File: config.mk
export PLATFORM = sky130hd
export DESIGN_NAME = epvc_ctrl
export DESIGN_NICKNAME = d
export VERILOG_FILES = /design/src/core/epvc_pkg.sv /design/src/core/epvc_ctrl.sv
export VERILOG_INCLUDE_DIRS = /design/src /design/src/core
export SDC_FILE = /design/constraint.sdc
export NUM_CORES = 1
export LEC_CHECK = 0
export ABC_AREA = 1
export BUFFER_PORTS_ARGS = -buffer_cell sky130_fd_sc_hd__buf_2
export CAP_MARGIN = 40
export CORE_ASPECT_RATIO = 0.9
export CORE_MARGIN = 4
export CORE_UTILIZATION = 41
export CTS_BUF_LIST = sky130_fd_sc_hd__clkbuf_8
export CTS_CLUSTER_SIZE = 12
export DETAILED_ROUTE_END_ITERATION = 7
export HOLD_SLACK_MARGIN = 0.06
export MAX_ROUTING_LAYER = met4
export PLACE_DENSITY = 0.58
export SLEW_MARGIN = 20
export SYNTH_ARGS = -nofsm -noshare
export SYNTH_HDL_FRONTEND = slang
export SYNTH_SLANG_ARGS = --single-unit
File: constraint.sdc
create_clock -name sys_clk -period 4.86 [get_ports sys_clk]
set_clock_uncertainty 0.15 [all_clocks]
set_input_delay 0.729 -clock sys_clk [delete_from_list [all_inputs] [get_ports sys_clk]]
set_output_delay 0.729 -clock sys_clk [all_outputs]
set_load 0.02 [all_outputs]
File: src/core/epvc_map.svh
// Constants for the slave program/verify controller (host side).
// Assumes a 10 MHz sys_clk; included by the controller module.
`ifndef EPVC_MAP_SVH
`define EPVC_MAP_SVH

//------------------------------------------------------------
// Timing
//------------------------------------------------------------
`define EPVC_CLK_HZ        10000000
`define EPVC_CLK_NS        100
`define EPVC_PGM_MS        10
`define EPVC_PGM_CYC       ((`EPVC_PGM_MS * 1000000) / `EPVC_CLK_NS)
`define EPVC_SETUP_US      2
`define EPVC_SETUP_CYC     ((`EPVC_SETUP_US * 1000 + `EPVC_CLK_NS - 1) / `EPVC_CLK_NS)
`define EPVC_PGM_CS_US     4
`define EPVC_PGM_CS_CYC    ((`EPVC_PGM_CS_US * 1000 + `EPVC_CLK_NS - 1) / `EPVC_CLK_NS)
`define EPVC_CS_DO_NS      400
`define EPVC_CS_DO_CYC     ((`EPVC_CS_DO_NS + `EPVC_CLK_NS - 1) / `EPVC_CLK_NS)
`define EPVC_HIZ_NS        400
`define EPVC_HIZ_CYC       ((`EPVC_HIZ_NS + `EPVC_CLK_NS - 1) / `EPVC_CLK_NS)

//------------------------------------------------------------
// Addresses and data
//------------------------------------------------------------
`define EPVC_MEM_BASE      16'hF800
`define EPVC_MEM_TOP       16'hFFFF
`define EPVC_ERASED        8'hFF
`define EPVC_ADDR_W        11

`endif

File: src/core/epvc_pkg.sv
// Types for the slave program/verify controller.
// Assumes nothing beyond a SystemVerilog compiler.
package epvc_pkg;
	typedef enum logic [3:0] {
		EPVC_IDLE,
		EPVC_STRAP,
		EPVC_RUN,
		EPVC_SETUP,
		EPVC_STROBE,
		EPVC_GAP,
		EPVC_SEL,
		EPVC_RELEASE,
		EPVC_DONE
	} epvc_state_e;
endpackage : epvc_pkg

File: src/core/epvc_ctrl.sv
// External programmer that drives the device's slave pins.
// Assumes the device pins are sampled synchronous to sys_clk and the
// testbench resolves port C from the enable.
`timescale 1ns/1ps
`include "epvc_map.svh"

module epvc_ctrl
	import epvc_pkg::*;
#(
	parameter int PGM_CYC    = `EPVC_PGM_CYC,
	parameter int SETUP_CYC  = `EPVC_SETUP_CYC,
	parameter int GAP_CYC    = `EPVC_PGM_CS_CYC,
	parameter int READ_CYC   = `EPVC_CS_DO_CYC,
	parameter int HIZ_CYC    = `EPVC_HIZ_CYC
) (
	input  wire logic        sys_clk,
	input  wire logic        reset,
	input  wire logic        start_mode,
	input  wire logic        verify_only,
	input  wire logic        req_valid,
	input  wire logic [15:0] req_addr,
	input  wire logic [7:0]  req_data,
	output logic             req_ready,
	output logic             rsp_valid,
	output logic [7:0]       rsp_data,
	output logic             rsp_match,
	output logic             rsp_range_err,
	output logic             dev_reset_r,
	output logic             mode_select_pin_r,
	output logic             program_strobe_r,
	output logic             select_n_r,
	output logic [2:0]       port_a_addr_r,
	output logic [7:0]       port_d_r,
	output logic [7:0]       port_c_o,
	output logic             port_c_oe_n,
	input  wire logic [7:0]  port_c_i
);

	// Counts are cycles of the 10 MHz sys_clk; the device itself must
	// run from a 2 to 10 MHz clock while it programs
	initial begin
		if (PGM_CYC < 1 || SETUP_CYC < 1 || GAP_CYC < 1 ||
		    READ_CYC < 1 || HIZ_CYC < 1)
			$error("epvc_ctrl: counts must be at least one");
	end

	//------------------------------------------------------------
	// State and datapath registers
	//------------------------------------------------------------
	epvc_state_e  state_r, state_nxt;
	logic [31:0]  cnt_r, cnt_nxt;
	logic         verify_r;
	logic         erase_r;
	logic         sel_end_r;
	logic [7:0]   wdata_r;
	logic         req_ready_r, rsp_valid_r, rsp_match_r, rsp_err_r;
	logic [7:0]   rsp_data_r;
	logic [7:0]   port_c_o_r;
	logic         port_c_oe_n_r;

	// Range check used by acceptance and the error answer
	function automatic logic epvc_in_range(input logic [15:0] a);
		return a >= `EPVC_MEM_BASE;
	endfunction : epvc_in_range

	wire cnt_done   = (cnt_r == 32'h0000_0001);
	wire take_req   = (state_r == EPVC_RUN) && req_valid;
	wire req_ok     = epvc_in_range(req_addr);
	wire read_match = (port_c_i == wdata_r);

	//------------------------------------------------------------
	// Sequencer
	//------------------------------------------------------------
	// Reset strap chooses program or verify mode; software never
	// switches modes afterwards, only a new strap cycle does
	always_comb begin
		state_nxt = state_r;
		cnt_nxt   = (cnt_r > 32'h0) ? cnt_r - 32'h1 : 32'h0;
		case (state_r)
			EPVC_IDLE: begin
				if (start_mode) begin
					state_nxt = EPVC_STRAP;
					cnt_nxt   = SETUP_CYC;
				end
			end
			EPVC_STRAP: begin
				if (cnt_done)
					state_nxt = EPVC_RUN;
			end
			EPVC_RUN: begin
				if (take_req && req_ok) begin
					state_nxt = EPVC_SETUP;
					cnt_nxt   = SETUP_CYC;
				end
			end
			EPVC_SETUP: begin
				if (cnt_done) begin
					state_nxt = EPVC_STROBE;
					cnt_nxt   = PGM_CYC;
				end
			end
			EPVC_STROBE: begin
				if (cnt_done) begin
					state_nxt = EPVC_GAP;
					cnt_nxt   = GAP_CYC;
				end
			end
			// After the ones pass, program again with the real byte
			EPVC_GAP: begin
				if (cnt_done && erase_r) begin
					state_nxt = EPVC_SETUP;
					cnt_nxt   = SETUP_CYC;
				end else if (cnt_done) begin
					state_nxt = EPVC_SEL;
					cnt_nxt   = READ_CYC;
				end
			end
			EPVC_SEL: begin
				if (cnt_done) begin
					state_nxt = EPVC_RELEASE;
					cnt_nxt   = HIZ_CYC;
				end
			end
			EPVC_RELEASE: begin
				if (cnt_done)
					state_nxt = EPVC_RUN;
			end
			default: begin
				state_nxt = EPVC_IDLE;
			end
		endcase
	end

	// Pin levels decoded from the state
	wire in_strap  = (state_r == EPVC_STRAP) || (state_r == EPVC_IDLE);
	wire strobe_hi = (state_r == EPVC_STROBE);
	wire sel_lo    = (state_r == EPVC_SEL);
	wire drive_c   = !verify_r && ((state_r == EPVC_SETUP) ||
		(state_r == EPVC_STROBE) || (state_r == EPVC_GAP));
	// In strap, bit seven high and bit four high selects program,
	// low selects verify
	wire strobe_lvl = in_strap ? 1'b1 : strobe_hi;
	wire sel_lvl    = in_strap ? !verify_r : !sel_lo;
	// First pass of a program request puts all ones on port C
	wire [7:0] c_wdata = erase_r ? `EPVC_ERASED : wdata_r;

	//------------------------------------------------------------
	// Registers
	//------------------------------------------------------------
	always_ff @(posedge sys_clk) begin
		if (reset) begin
			state_r <= EPVC_IDLE;
			cnt_r   <= 32'h0;
		end else begin
			state_r <= state_nxt;
			cnt_r   <= cnt_nxt;
		end
	end

	// Mode latched at start; address and data held for whole cycle
	always_ff @(posedge sys_clk) begin
		if (reset) begin
			verify_r      <= 1'b0;
			wdata_r       <= `EPVC_ERASED;
			erase_r       <= 1'b0;
			port_a_addr_r <= 3'h0;
			port_d_r      <= 8'h00;
		end else begin
			if (state_r == EPVC_IDLE && start_mode)
				verify_r <= verify_only;
			if (take_req && req_ok) begin
				port_d_r      <= req_addr[7:0];
				port_a_addr_r <= req_addr[10:8];
				wdata_r       <= req_data;
				erase_r       <= !verify_r;
			end else if (state_r == EPVC_GAP && cnt_done) begin
				erase_r       <= 1'b0;
			end
		end
	end

	// Pin drivers, all straight from flip-flops
	always_ff @(posedge sys_clk) begin
		if (reset) begin
			dev_reset_r       <= 1'b1;
			mode_select_pin_r <= 1'b0;
			program_strobe_r  <= 1'b0;
			select_n_r        <= 1'b1;
			port_c_o_r        <= 8'h00;
			port_c_oe_n_r     <= 1'b1;
		end else begin
			dev_reset_r       <= (state_nxt == EPVC_IDLE) ||
				(state_nxt == EPVC_STRAP);
			mode_select_pin_r <= (state_nxt != EPVC_IDLE);
			program_strobe_r  <= strobe_lvl;
			select_n_r        <= sel_lvl;
			port_c_o_r        <= c_wdata;
			port_c_oe_n_r     <= !drive_c;
		end
	end

	// Answer taken one edge after the last select cycle: the select pin
	// trails the state by a cycle, so the byte has stood READ_CYC cycles
	always_ff @(posedge sys_clk) begin
		if (reset) begin
			req_ready_r <= 1'b0;
			rsp_valid_r <= 1'b0;
			rsp_data_r  <= 8'h00;
			rsp_match_r <= 1'b0;
			rsp_err_r   <= 1'b0;
			sel_end_r   <= 1'b0;
		end else begin
			req_ready_r <= (state_nxt == EPVC_RUN) && !take_req;
			sel_end_r   <= sel_lo && cnt_done;
			rsp_valid_r <= sel_end_r || (take_req && !req_ok);
			rsp_err_r   <= take_req && !req_ok;
			if (sel_end_r) begin
				rsp_data_r  <= port_c_i;
				rsp_match_r <= read_match;
			end
		end
	end

	assign req_ready     = req_ready_r;
	assign rsp_valid     = rsp_valid_r;
	assign rsp_data      = rsp_data_r;
	assign rsp_match     = rsp_match_r;
	assign rsp_range_err = rsp_err_r;
	assign port_c_o      = port_c_o_r;
	assign port_c_oe_n   = port_c_oe_n_r;

	//------------------------------------------------------------
	// Checks
	//------------------------------------------------------------
	property p_no_c_during_sel;
		@(posedge sys_clk) disable iff (reset)
		!select_n_r |-> port_c_oe_n;
	endproperty
	a_no_c_during_sel: assert property (p_no_c_during_sel)
		else $error("port C driven while select low");

	property p_strobe_sel_excl;
		@(posedge sys_clk) disable iff (reset)
		(!dev_reset_r && !$past(dev_reset_r) && program_strobe_r) |->
			select_n_r;
	endproperty
	a_strobe_sel_excl: assert property (p_strobe_sel_excl)
		else $error("strobe high with select low");

	property p_sel_after_strobe;
		@(posedge sys_clk) disable iff (reset)
		$fell(select_n_r) && !dev_reset_r |-> !program_strobe_r;
	endproperty
	a_sel_after_strobe: assert property (p_sel_after_strobe)
		else $error("select fell with strobe high");

	property p_strap_mode;
		@(posedge sys_clk) disable iff (reset)
		$fell(dev_reset_r) |-> mode_select_pin_r && program_strobe_r
			&& (select_n_r == !verify_r);
	endproperty
	a_strap_mode: assert property (p_strap_mode)
		else $error("bad strap at reset release");

	property p_verify_strap;
		@(posedge sys_clk) disable iff (reset)
		$fell(dev_reset_r) && verify_r |-> !select_n_r;
	endproperty
	a_verify_strap: assert property (p_verify_strap)
		else $error("verify strap select not low");

	property p_addr_stable;
		@(posedge sys_clk) disable iff (reset)
		program_strobe_r && !dev_reset_r |->
			$stable(port_d_r) && $stable(port_a_addr_r);
	endproperty
	a_addr_stable: assert property (p_addr_stable)
		else $error("address moved during strobe");

	property p_verify_no_drive;
		@(posedge sys_clk) disable iff (reset)
		verify_r |-> port_c_oe_n;
	endproperty
	a_verify_no_drive: assert property (p_verify_no_drive)
		else $error("port C driven in verify mode");

	property p_range_err;
		@(posedge sys_clk) disable iff (reset)
		take_req && !req_ok |=> rsp_valid && rsp_range_err;
	endproperty
	a_range_err: assert property (p_range_err)
		else $error("out of range not refused");

	property p_strobe_pulse;
		@(posedge sys_clk) disable iff (reset)
		$rose(program_strobe_r) && !dev_reset_r |-> ##1 program_strobe_r;
	endproperty
	a_strobe_pulse: assert property (p_strobe_pulse)
		else $error("strobe pulse too short");

	// A program request always opens with an all-ones pass on port C
	property p_erase_first;
		@(posedge sys_clk) disable iff (reset)
		$rose(program_strobe_r) && !dev_reset_r && erase_r |->
			!port_c_oe_n && (port_c_o == `EPVC_ERASED);
	endproperty
	a_erase_first: assert property (p_erase_first)
		else $error("program pass without ones pass first");

	c_program: cover property (@(posedge sys_clk) disable iff (reset)
		rsp_valid && !verify_r && rsp_match);
	c_verify: cover property (@(posedge sys_clk) disable iff (reset)
		rsp_valid && verify_r);
	c_range: cover property (@(posedge sys_clk) disable iff (reset)
		rsp_valid && rsp_range_err);
	c_erase: cover property (@(posedge sys_clk) disable iff (reset)
		$fell(erase_r) && !verify_r);

endmodule : epvc_ctrl

## After elaboration in Yosys (flattened, before gate mapping)

Index checks and enable logic that the tools add are counted.
Widths: inputs -> output; s select.

- Add/sub/neg operators: 1
- $lt $le $gt $ge: 2
- Equal/unequal tests: 11
- Muxes and demuxes: 22
- Reductions and logical operators: 24

Operator list:

| cell | count |
|---|---|
| $mux 32 | 7 |
| $pmux 32 s6 | 1 |
| $eq 32x1->1 const B | 1 |
| $gt 32x1->1 const B | 1 |
| $mux 4 | 8 |
| $sub 32x1->32 const B | 1 |
| $pmux 4 s7 | 1 |
| $eq 4x3->1 const B | 4 |
| $ge 16x16->1 const B | 1 |
| $eq 4x2->1 const B | 3 |
| $logic_and 1x1->1 | 9 |
| $eq 4x1->1 const B | 2 |
| $eq 8x8->1 | 1 |
| $logic_not 4->1 | 2 |
| $mux 8 | 1 |
| $logic_not 1->1 | 5 |
| $logic_or 1x1->1 | 5 |
| $mux 1 | 4 |
| $reduce_bool 4->1 | 1 |
| $reduce_bool 2->1 | 1 |
| $reduce_or 2->1 | 1 |

- Bits in registers: 83
- Output and inout port bits: 36
- Word-level logic and storage cells: 79

## Depth between registers and ports, before layout

Gate-level depths: netlist of the first run.

- Word-level depth: 7
- Gate-level depth with buffers: 13
- Mapped depth without buffers: 13

## Worst setup path before layout of the first run

Ideal clock, no wire load.

- Path type: in2reg
- Start: in req_addr[15]
- End: reg cnt_r[13]
- Setup time: 0.116 ns
- Arrival: 1.695 ns
- Data required time: 4.594 ns
- Setup slack: 2.900 ns
- Cell stages on the path: 12
- Path through: nand2_1 -> nor2_1 -> nand2_1 -> inv_1 -> nand3_2 -> nand2_1 -> o21ai_1 -> nor2_4 -> nand2_4 -> nand2_4 -> buf_6 -> nor2_1

- Cells in the longest elaborated chain, start to end: 4

RTL lines:

| element | line | text |
|---|---|---|
| start: declaration | epvc_ctrl.sv:21 | `input wire logic [15:0] req_addr,` |
| $ge 16x16->1 (no line) | - |  |
| $logic_and 1x1->1 | epvc_ctrl.sv:91 | `if (take_req && req_ok) begin` |
| $mux 32 | epvc_ctrl.sv:91 |  |
| $pmux 32 s6 | epvc_ctrl.sv:79 | `case (state_r)` |
| end signal: assignment | epvc_ctrl.sv:156 | `cnt_r <= cnt_nxt;` |
| end: declaration | epvc_ctrl.sv:51 | `logic [31:0] cnt_r, cnt_nxt;` |

No other way between the ends.
A chain may end at the register's enable or synchronous reset.

## Worst setup path in the final report of the first run

- Start: reg state_r[2]
- End: reg wdata_r[2]

- Cells in the longest elaborated chain, start to end: 3

RTL lines:

| element | line | text |
|---|---|---|
| start: declaration | epvc_ctrl.sv:50 | `epvc_state_e state_r, state_nxt;` |
| start signal: assignment | epvc_ctrl.sv:155 | `state_r <= state_nxt;` |
| $eq 4x2->1 | epvc_ctrl.sv:67 | `wire take_req = (state_r == EPVC_RUN) && req_valid;` |
| $logic_and 1x1->1 | epvc_ctrl.sv:67 |  |
| $logic_and 1x1->1 | epvc_ctrl.sv:171 | `if (take_req && req_ok) begin` |
| end signal: assignment | epvc_ctrl.sv:164 | `` wdata_r <= `EPVC_ERASED; `` |
| end signal: assignment | epvc_ctrl.sv:174 | `wdata_r <= req_data;` |
| end: declaration | epvc_ctrl.sv:55 | `logic [7:0] wdata_r;` |

No other way between the ends.

==> impl_metrics.ini, run 1 <==
[synthesis]
synthMuxAreaShare = 0
ys_seq_area_frac = 0.433
synth_top_family_by_area = simple AND/OR/NAND/NOR gates
syn_nets = 576
ys.flop_type = dfxtp_1
synth_common_cells = 122 x nor2_1, 97 x nand2_1, 83 x dfxtp_1
synth-xor-area-share = 0.0547
yosys.area_share.simple = 0.327
ys_types = 38
yosysWarnings = 0
synth-edff-count = 0
synthAdderAreaFrac = 0.00652
async_flop_share = 0
synthCells = 537
yosysMostFrequentCell = nor2_1
netlist_area_sq_um = 3840
syn_area_per_cell_sq_um = 7.15
synth_compound_area_frac = 0.115
synth_area_leaders = dfxtp_1 43%, nor2_1 12%, nand2_1 9.5%, o21ai_0 4.8%, a21oi_1 4.6%
synth_top_area_share = 0.433
yosysTopAreaCell = dfxtp_1
synth_seq_cells = 83

[power_and_ir_drop]
p_total_w = 0.00312
leakage_nw = 2.22
p_int_w = 0.00168
power_frac_seq = 0.299
ir_drop_uv = 300
power.switching_w = 0.00143
power.share.combinational = 0.497
powerDensity_nw_per_um2 = 685
p_sw_frac = 0.459
clock_power_share = 0.204

[grt]
antenna_found_initial = 0
grt_max_degree = 30
grt_pass1_wl_um = 15900
grt-ovfl-total = 0
grt_pass1_vias = 3501
grt_usage = 0.186

[die]
initial_utilization = 0.421
dieArea_sq_um = 11000
dieWidth_um = 110
coreArea_sq_um = 9130
rows = 33
num_io_pins = 73
dieHeight_um = 99.8

[setup_path]
critPathArrivalTime_ps = 2280
critPathRequiredTime_ps = 4940
regToRegSetupSlack_ps = 2660
crit_type = flip-flop to flip-flop
crit_path_start_kind = flip-flop
endpoint_kind = flip-flop
crit_fanout = 28

[placement]
dp_hpwl_um = 7020
gp_congestion = 0.852
port_buffers = 72
pre_cts_ws_ps = 2330

[clocking]
clock_sinks = 83
cts_tree = done
cts.path.max_buffers = 2
cts_setup_buffers = 0
cts_resized = 0
cts_hold_buf = 0
clk_pin_slew_ps = 100
clk_latency_ps = 360
cts_made_buffers = 9
root_buffer = clkbuf_8
htreeDepth = 3

[timing]
setup_violations = 0
max_slew_margin = 0.496
max_freq_ghz = 0.454
min_period_over_period = 0.453
fin_ws_ps = 2660
rsz0062_at_grt = false
slew_viol_final = 0
min_period_ps = 2200
whs_ps = 303
tns_ps = 0
hold_viol_final = 0
worst_pin_slew_ps = 755

[layout]
nets = 647
fillCellCount = 926
diodes = 0
area_growth_syn_to_layout_pct = 18.4
drive_gt1_frac = 0.189

[drt]
post_drt_wl_per_cell_um = 12.7
drt_wl_total_um = 9330
dr_total_vias = 3509
viasPerCell = 4.77
drc = 0
antenna_left = 0
first_iter_violations = 196
dr.pass1.iters = 4

[worst_hold_path]
worstHoldPathType = flip-flop to flip-flop

[status]
status = complete, no violations

[run]
maxCapViolCount = 0
## cell usage in the layout, fill, tap and decap left out, drive strengths merged, types with 2 or more instances in the layout
| cell type | netlist | layout |
|---|---|---|
| a21oi | 35 | 35 |
| buf | 5 | 72 |
| bufinv | 0 | 3 |
| clkbuf | 7 | 9 |
| clkinv | 2 | 2 |
| dfxtp | 83 | 83 |
| ha | 2 | 2 |
| inv | 46 | 50 |
| nand2 | 103 | 103 |
| nand3 | 22 | 22 |
| nand4 | 7 | 7 |
| nor2 | 137 | 137 |
| nor3 | 11 | 11 |
| nor4 | 2 | 2 |
| o21ai | 39 | 39 |
| o21bai | 3 | 3 |
| xnor2 | 8 | 8 |
| xor2 | 16 | 16 |
## per-layer routing
metal,global-route usage,share of wire
met5,-,0
met4,0.0566,0.0059
met2,0.278,0.45
met3,0.0418,0.044
met1,0.251,0.50
## state kept, by name, summed over array words and instances, names as in the netlist, 3 cells and up
signal / cells
port_c_o: 8
cnt_r: 32
rsp_data: 8
state_r: 4
port_a_addr_r: 3
port_d_r: 8
wdata_r: 8
## cells by family (layout without fill, tap and decap cells)
group | after synthesis | in the layout
compound gates | 83 | 83
other cells | 1 | 1
xor+xnor | 24 | 24
fa+ha+maj | 2 | 2
simple gates | 284 | 284
flops | 83 | 83
buf+inv | 60 | 136
## final timing paths
check,start,end,cells after the start
max,state_r[2],wdata_r[2],7
min reg2reg,cnt_r[0],cnt_r[0],1
min,cnt_r[0],cnt_r[0],1
max reg2reg,state_r[2],wdata_r[2],7
## power by group through the flow
stage | clock network (W) | logic (W) | registers [W]
floorplan | 0 | 0.00125 | 0.000925
global placement | 0 | 0.00153 | 0.000944
detailed placement | 0 | 0.00155 | 0.000945
CTS | 0.000648 | 0.00156 | 0.000931
global route | 0.000674 | 0.00178 | 0.000953
finish | 0.000635 | 0.00155 | 0.000932
## per-stage QoR
| stage | std cells | util | cell area [sq um] |
|---|---|---|---|
| after floorplan | 537 | - | 3840 |
| after global placement | 719 | 0.470 | 4290 |
| after detailed placement | 719 | 0.470 | 4290 |
| after CTS | 735 | 0.498 | 4550 |
| after global routing | 735 | 0.498 | 4550 |
| final | 735 | 0.498 | 4550 |
## worst max-delay path: stages, from the launching register on
cell,delay (ps)
dfxtp_1,450
nor2_4,80
nand2_2,100
nor2_2,60
nand3_2,210
clkinv_1,590
a21oi_1,310
o21ai_0,100
## area by class of cell
cell class	instances	area [sq um]	area share
Multi-Input combinational cell	394	1940	0.426
Sequential cell	83	1660	0.366
Timing Repair Buffer	72	360	0.0793
Inverter	48	180	0.0396
Tap cell	122	153	0.0336
Clock inverter	7	130	0.0286
Clock buffer	9	124	0.0273
No activity file was read; power rests on OpenSTA's default activity.
==> run 2, diff against run 1 <==
--- a/config.mk
+++ b/config.mk
@@ -6,7 +6,7 @@
 export SDC_FILE = /design/constraint.sdc
 export NUM_CORES = 1
 export LEC_CHECK = 0
-export ABC_AREA = 1
+export ABC_AREA = 0
 export BUFFER_PORTS_ARGS = -buffer_cell sky130_fd_sc_hd__buf_2
 export CAP_MARGIN = 40
 export CORE_ASPECT_RATIO = 0.9
==> constraint.sdc (replaced) <==
create_clock -name sys_clk -period 2.05 [get_ports sys_clk]
set_clock_uncertainty 0.15 [all_clocks]
set_input_delay 0.3075 -clock sys_clk [delete_from_list [all_inputs] [get_ports sys_clk]]
set_output_delay 0.3075 -clock sys_clk [all_outputs]
set_load 0.02 [all_outputs]
==> impl_metrics.ini, run 2 <==
[layout]
fillCellCount = 805
largest_register_ffs = 32
final_cells = 721
final_common_cell = dfxtp_1
nets = 636
diodes = 0
final_area_sq_um = 5390
layout_common_cells = 78 x dfxtp_1, 72 x buf_2, 68 x buf_4
drive_gt1_frac = 0.346
area_growth_syn_to_layout_pct = 43.3
regMostFlops = cnt_r

[drt]
post_drt_wl_per_cell_um = 14.6
antenna_left = 0
first_iter_violations = 168
drc = 0
dr.pass1.iters = 5
wl_met3_um = 476
dr_total_vias = 3722
viasPerCell = 5.16
wl_met2_um = 5080
m1WireLength_um = 4860
top_layer_used = met4
drt_wl_total_um = 10500

[synthesis]
ys_types = 54
synthCells = 442
ys_seq_area_frac = 0.442
netlist_area_sq_um = 3760
yosysWarnings = 0
synth_top_area_share = 0.442
async_flop_share = 0
syn_nets = 481
synth_common_cells = 83 x dfxtp_1, 67 x nor2_1, 51 x nand2_1
yosysMostFrequentCell = dfxtp_1
synth_seq_cells = 83
ys.flop_type = dfxtp_1
synth_area_leaders = dfxtp_1 44%, nor2_1 6.7%, xor2_1 6.1%, nand2_1 5.1%, a21oi_1 4.1%
synth-edff-count = 0
yosysTopAreaCell = dfxtp_1
syn_area_per_cell_sq_um = 8.51

[setup_path]
crit_fanout = 23
critPathMaxStageDelay_ps = 520
cp_common_cell = or4_4
regToRegSetupSlack_ps = -360
critPathArrivalTime_ps = 2500
crit_path_start_kind = flip-flop
crit_type = flip-flop to flip-flop
crit_slowest_cell = or4_4
cp_cell_sequence = or4_4 -> or3_4 -> or4_4 -> o211ai_4 -> buf_12 -> nor2_1
crit_family = simple AND/OR/NAND/NOR gates
crit_buf_inv = 1
critPathRequiredTime_ps = 2140
endpoint_kind = flip-flop

[placement]
placed_cells = 678
gp_congestion = 0.871
dp_hpwl_um = 7420
place_area_sq_um = 4730
port_buffers = 72

[timing]
fin_ws_ps = -361
worst_pin_slew_ps = 610
setup_violations = 39
hold_viol_final = 0
whs_ps = 78.1
min_period_over_period = 1.18
slew_viol_final = 0
tns_ps = -11340
min_period_ps = 2410
rsz0062_at_grt = true
max_freq_ghz = 0.415
max_slew_margin = 0.593

[die]
dieArea_sq_um = 10800
rows = 32
num_io_pins = 73
dieWidth_um = 109
dieHeight_um = 98.9
initial_utilization = 0.429
coreArea_sq_um = 8770

[clocking]
cts_made_buffers = 9
root_buffer = clkbuf_8
clock_sinks = 83
htreeDepth = 3
cts.path.max_buffers = 2
clk_latency_ps = 350
clk_pin_slew_ps = 90
cts_tree = done

[grt]
antenna_found_initial = 0
grt-ovfl-total = 0
grt_pass1_wl_um = 17100
grt_usage = 0.203
grt_pass1_vias = 3671
grt_max_degree = 36

[worst_hold_path]
worstHoldPathType = primary input to flip-flop

[power_and_ir_drop]
powerDensity_nw_per_um2 = 1860
p_total_w = 0.0100
ir_drop_uv = 1410
leakage_nw = 2.27

[status]
violations = negative setup slack
status = finished with violations

[run]
maxCapViolCount = 0
-- run 2: changes by cell type in the layout (fill, tap and decap cells not counted), moves of 10 or more --
cell and change:
inv_1 -38, nand2_1 -46, dlygate4sd3_1 +20, o21ai_0 -29, nand3_1 -12, xor2_1 +10, nor2_1 -55, buf_4 +68
-- run 2: timing repair --
item | 4_1_cts | 5_1_grt
endpoints found under the hold margin | 20 | 0
buffers inserted | 2 | 5
pin swaps | 7 | 11
gates resized for setup | 17 | 22
setup endpoints to repair | 39 | 40
hold buffers | 20 | 0
-- run 2: layout make-up --
class / count / area, sq um / area share
clock inverters: 7 / 98.8 / 0.0183
inverters: 8 / 32.5 / 0.00603
clock buffers: 9 / 124 / 0.0230
flip-flops and latches: 83 / 1670 / 0.309
well taps: 119 / 149 / 0.0276
multi-input cells: 326 / 2140 / 0.397
repair buffers: 169 / 1180 / 0.219
-- run 2: final timing paths --
path | startpoint | to | cells after the start
max reg2reg | cnt_r[27] | cnt_r[13] | 6
max | cnt_r[27] | cnt_r[13] | 6
min | port_c_i[5] | rsp_data[5] | 3
min reg2reg | port_d_r[6] | port_d_r[6] | 2
-- run 2: per-stage QoR --
stage,util,setup slack [ps]
2_1_floorplan,-,-440
3_5_place_dp,0.540,-359
5_1_grt,0.615,-437
6_report,0.615,-361
3_3_place_gp,0.540,-321
4_1_cts,0.599,-372
-- run 2: power breakdown --
part / total [W] / internal, W / leakage, nW / switching (W)
Sequential: 0.00222 / 0.00195 / 0.678 / 0.000270
Clock: 0.00132 / 0.000697 / 0.111 / 0.000619
Combinational: 0.00647 / 0.00329 / 1.48 / 0.00317
-- run 2: cell families after synthesis --
| group | after synthesis | synth area share |
|---|---|---|
| buf+inv | 33 | 0.0376 |
| mux | 9 | 0.0239 |
| flops | 83 | 0.442 |
| simple gates | 215 | 0.298 |
| fa+ha+maj | 2 | 0.00665 |
| compound gates | 65 | 0.112 |
| xor+xnor | 34 | 0.0791 |
| other cells | 1 | 0.000997 |
-- run 2: worst reg2reg max path: stages, from the launching register on --
cell	delay, ps
dfxtp_2	330
or4_4	520
or3_4	380
or4_4	450
o211ai_4	220
buf_12	190
nor2_1	70
-- run 2: metal layers --
layer  vias to the layer above  track usage
li1                       1861            -
met1                      1760        0.262
met2                        91        0.322
met3                        10       0.0452
met4                         0       0.0485
met5                         -            -
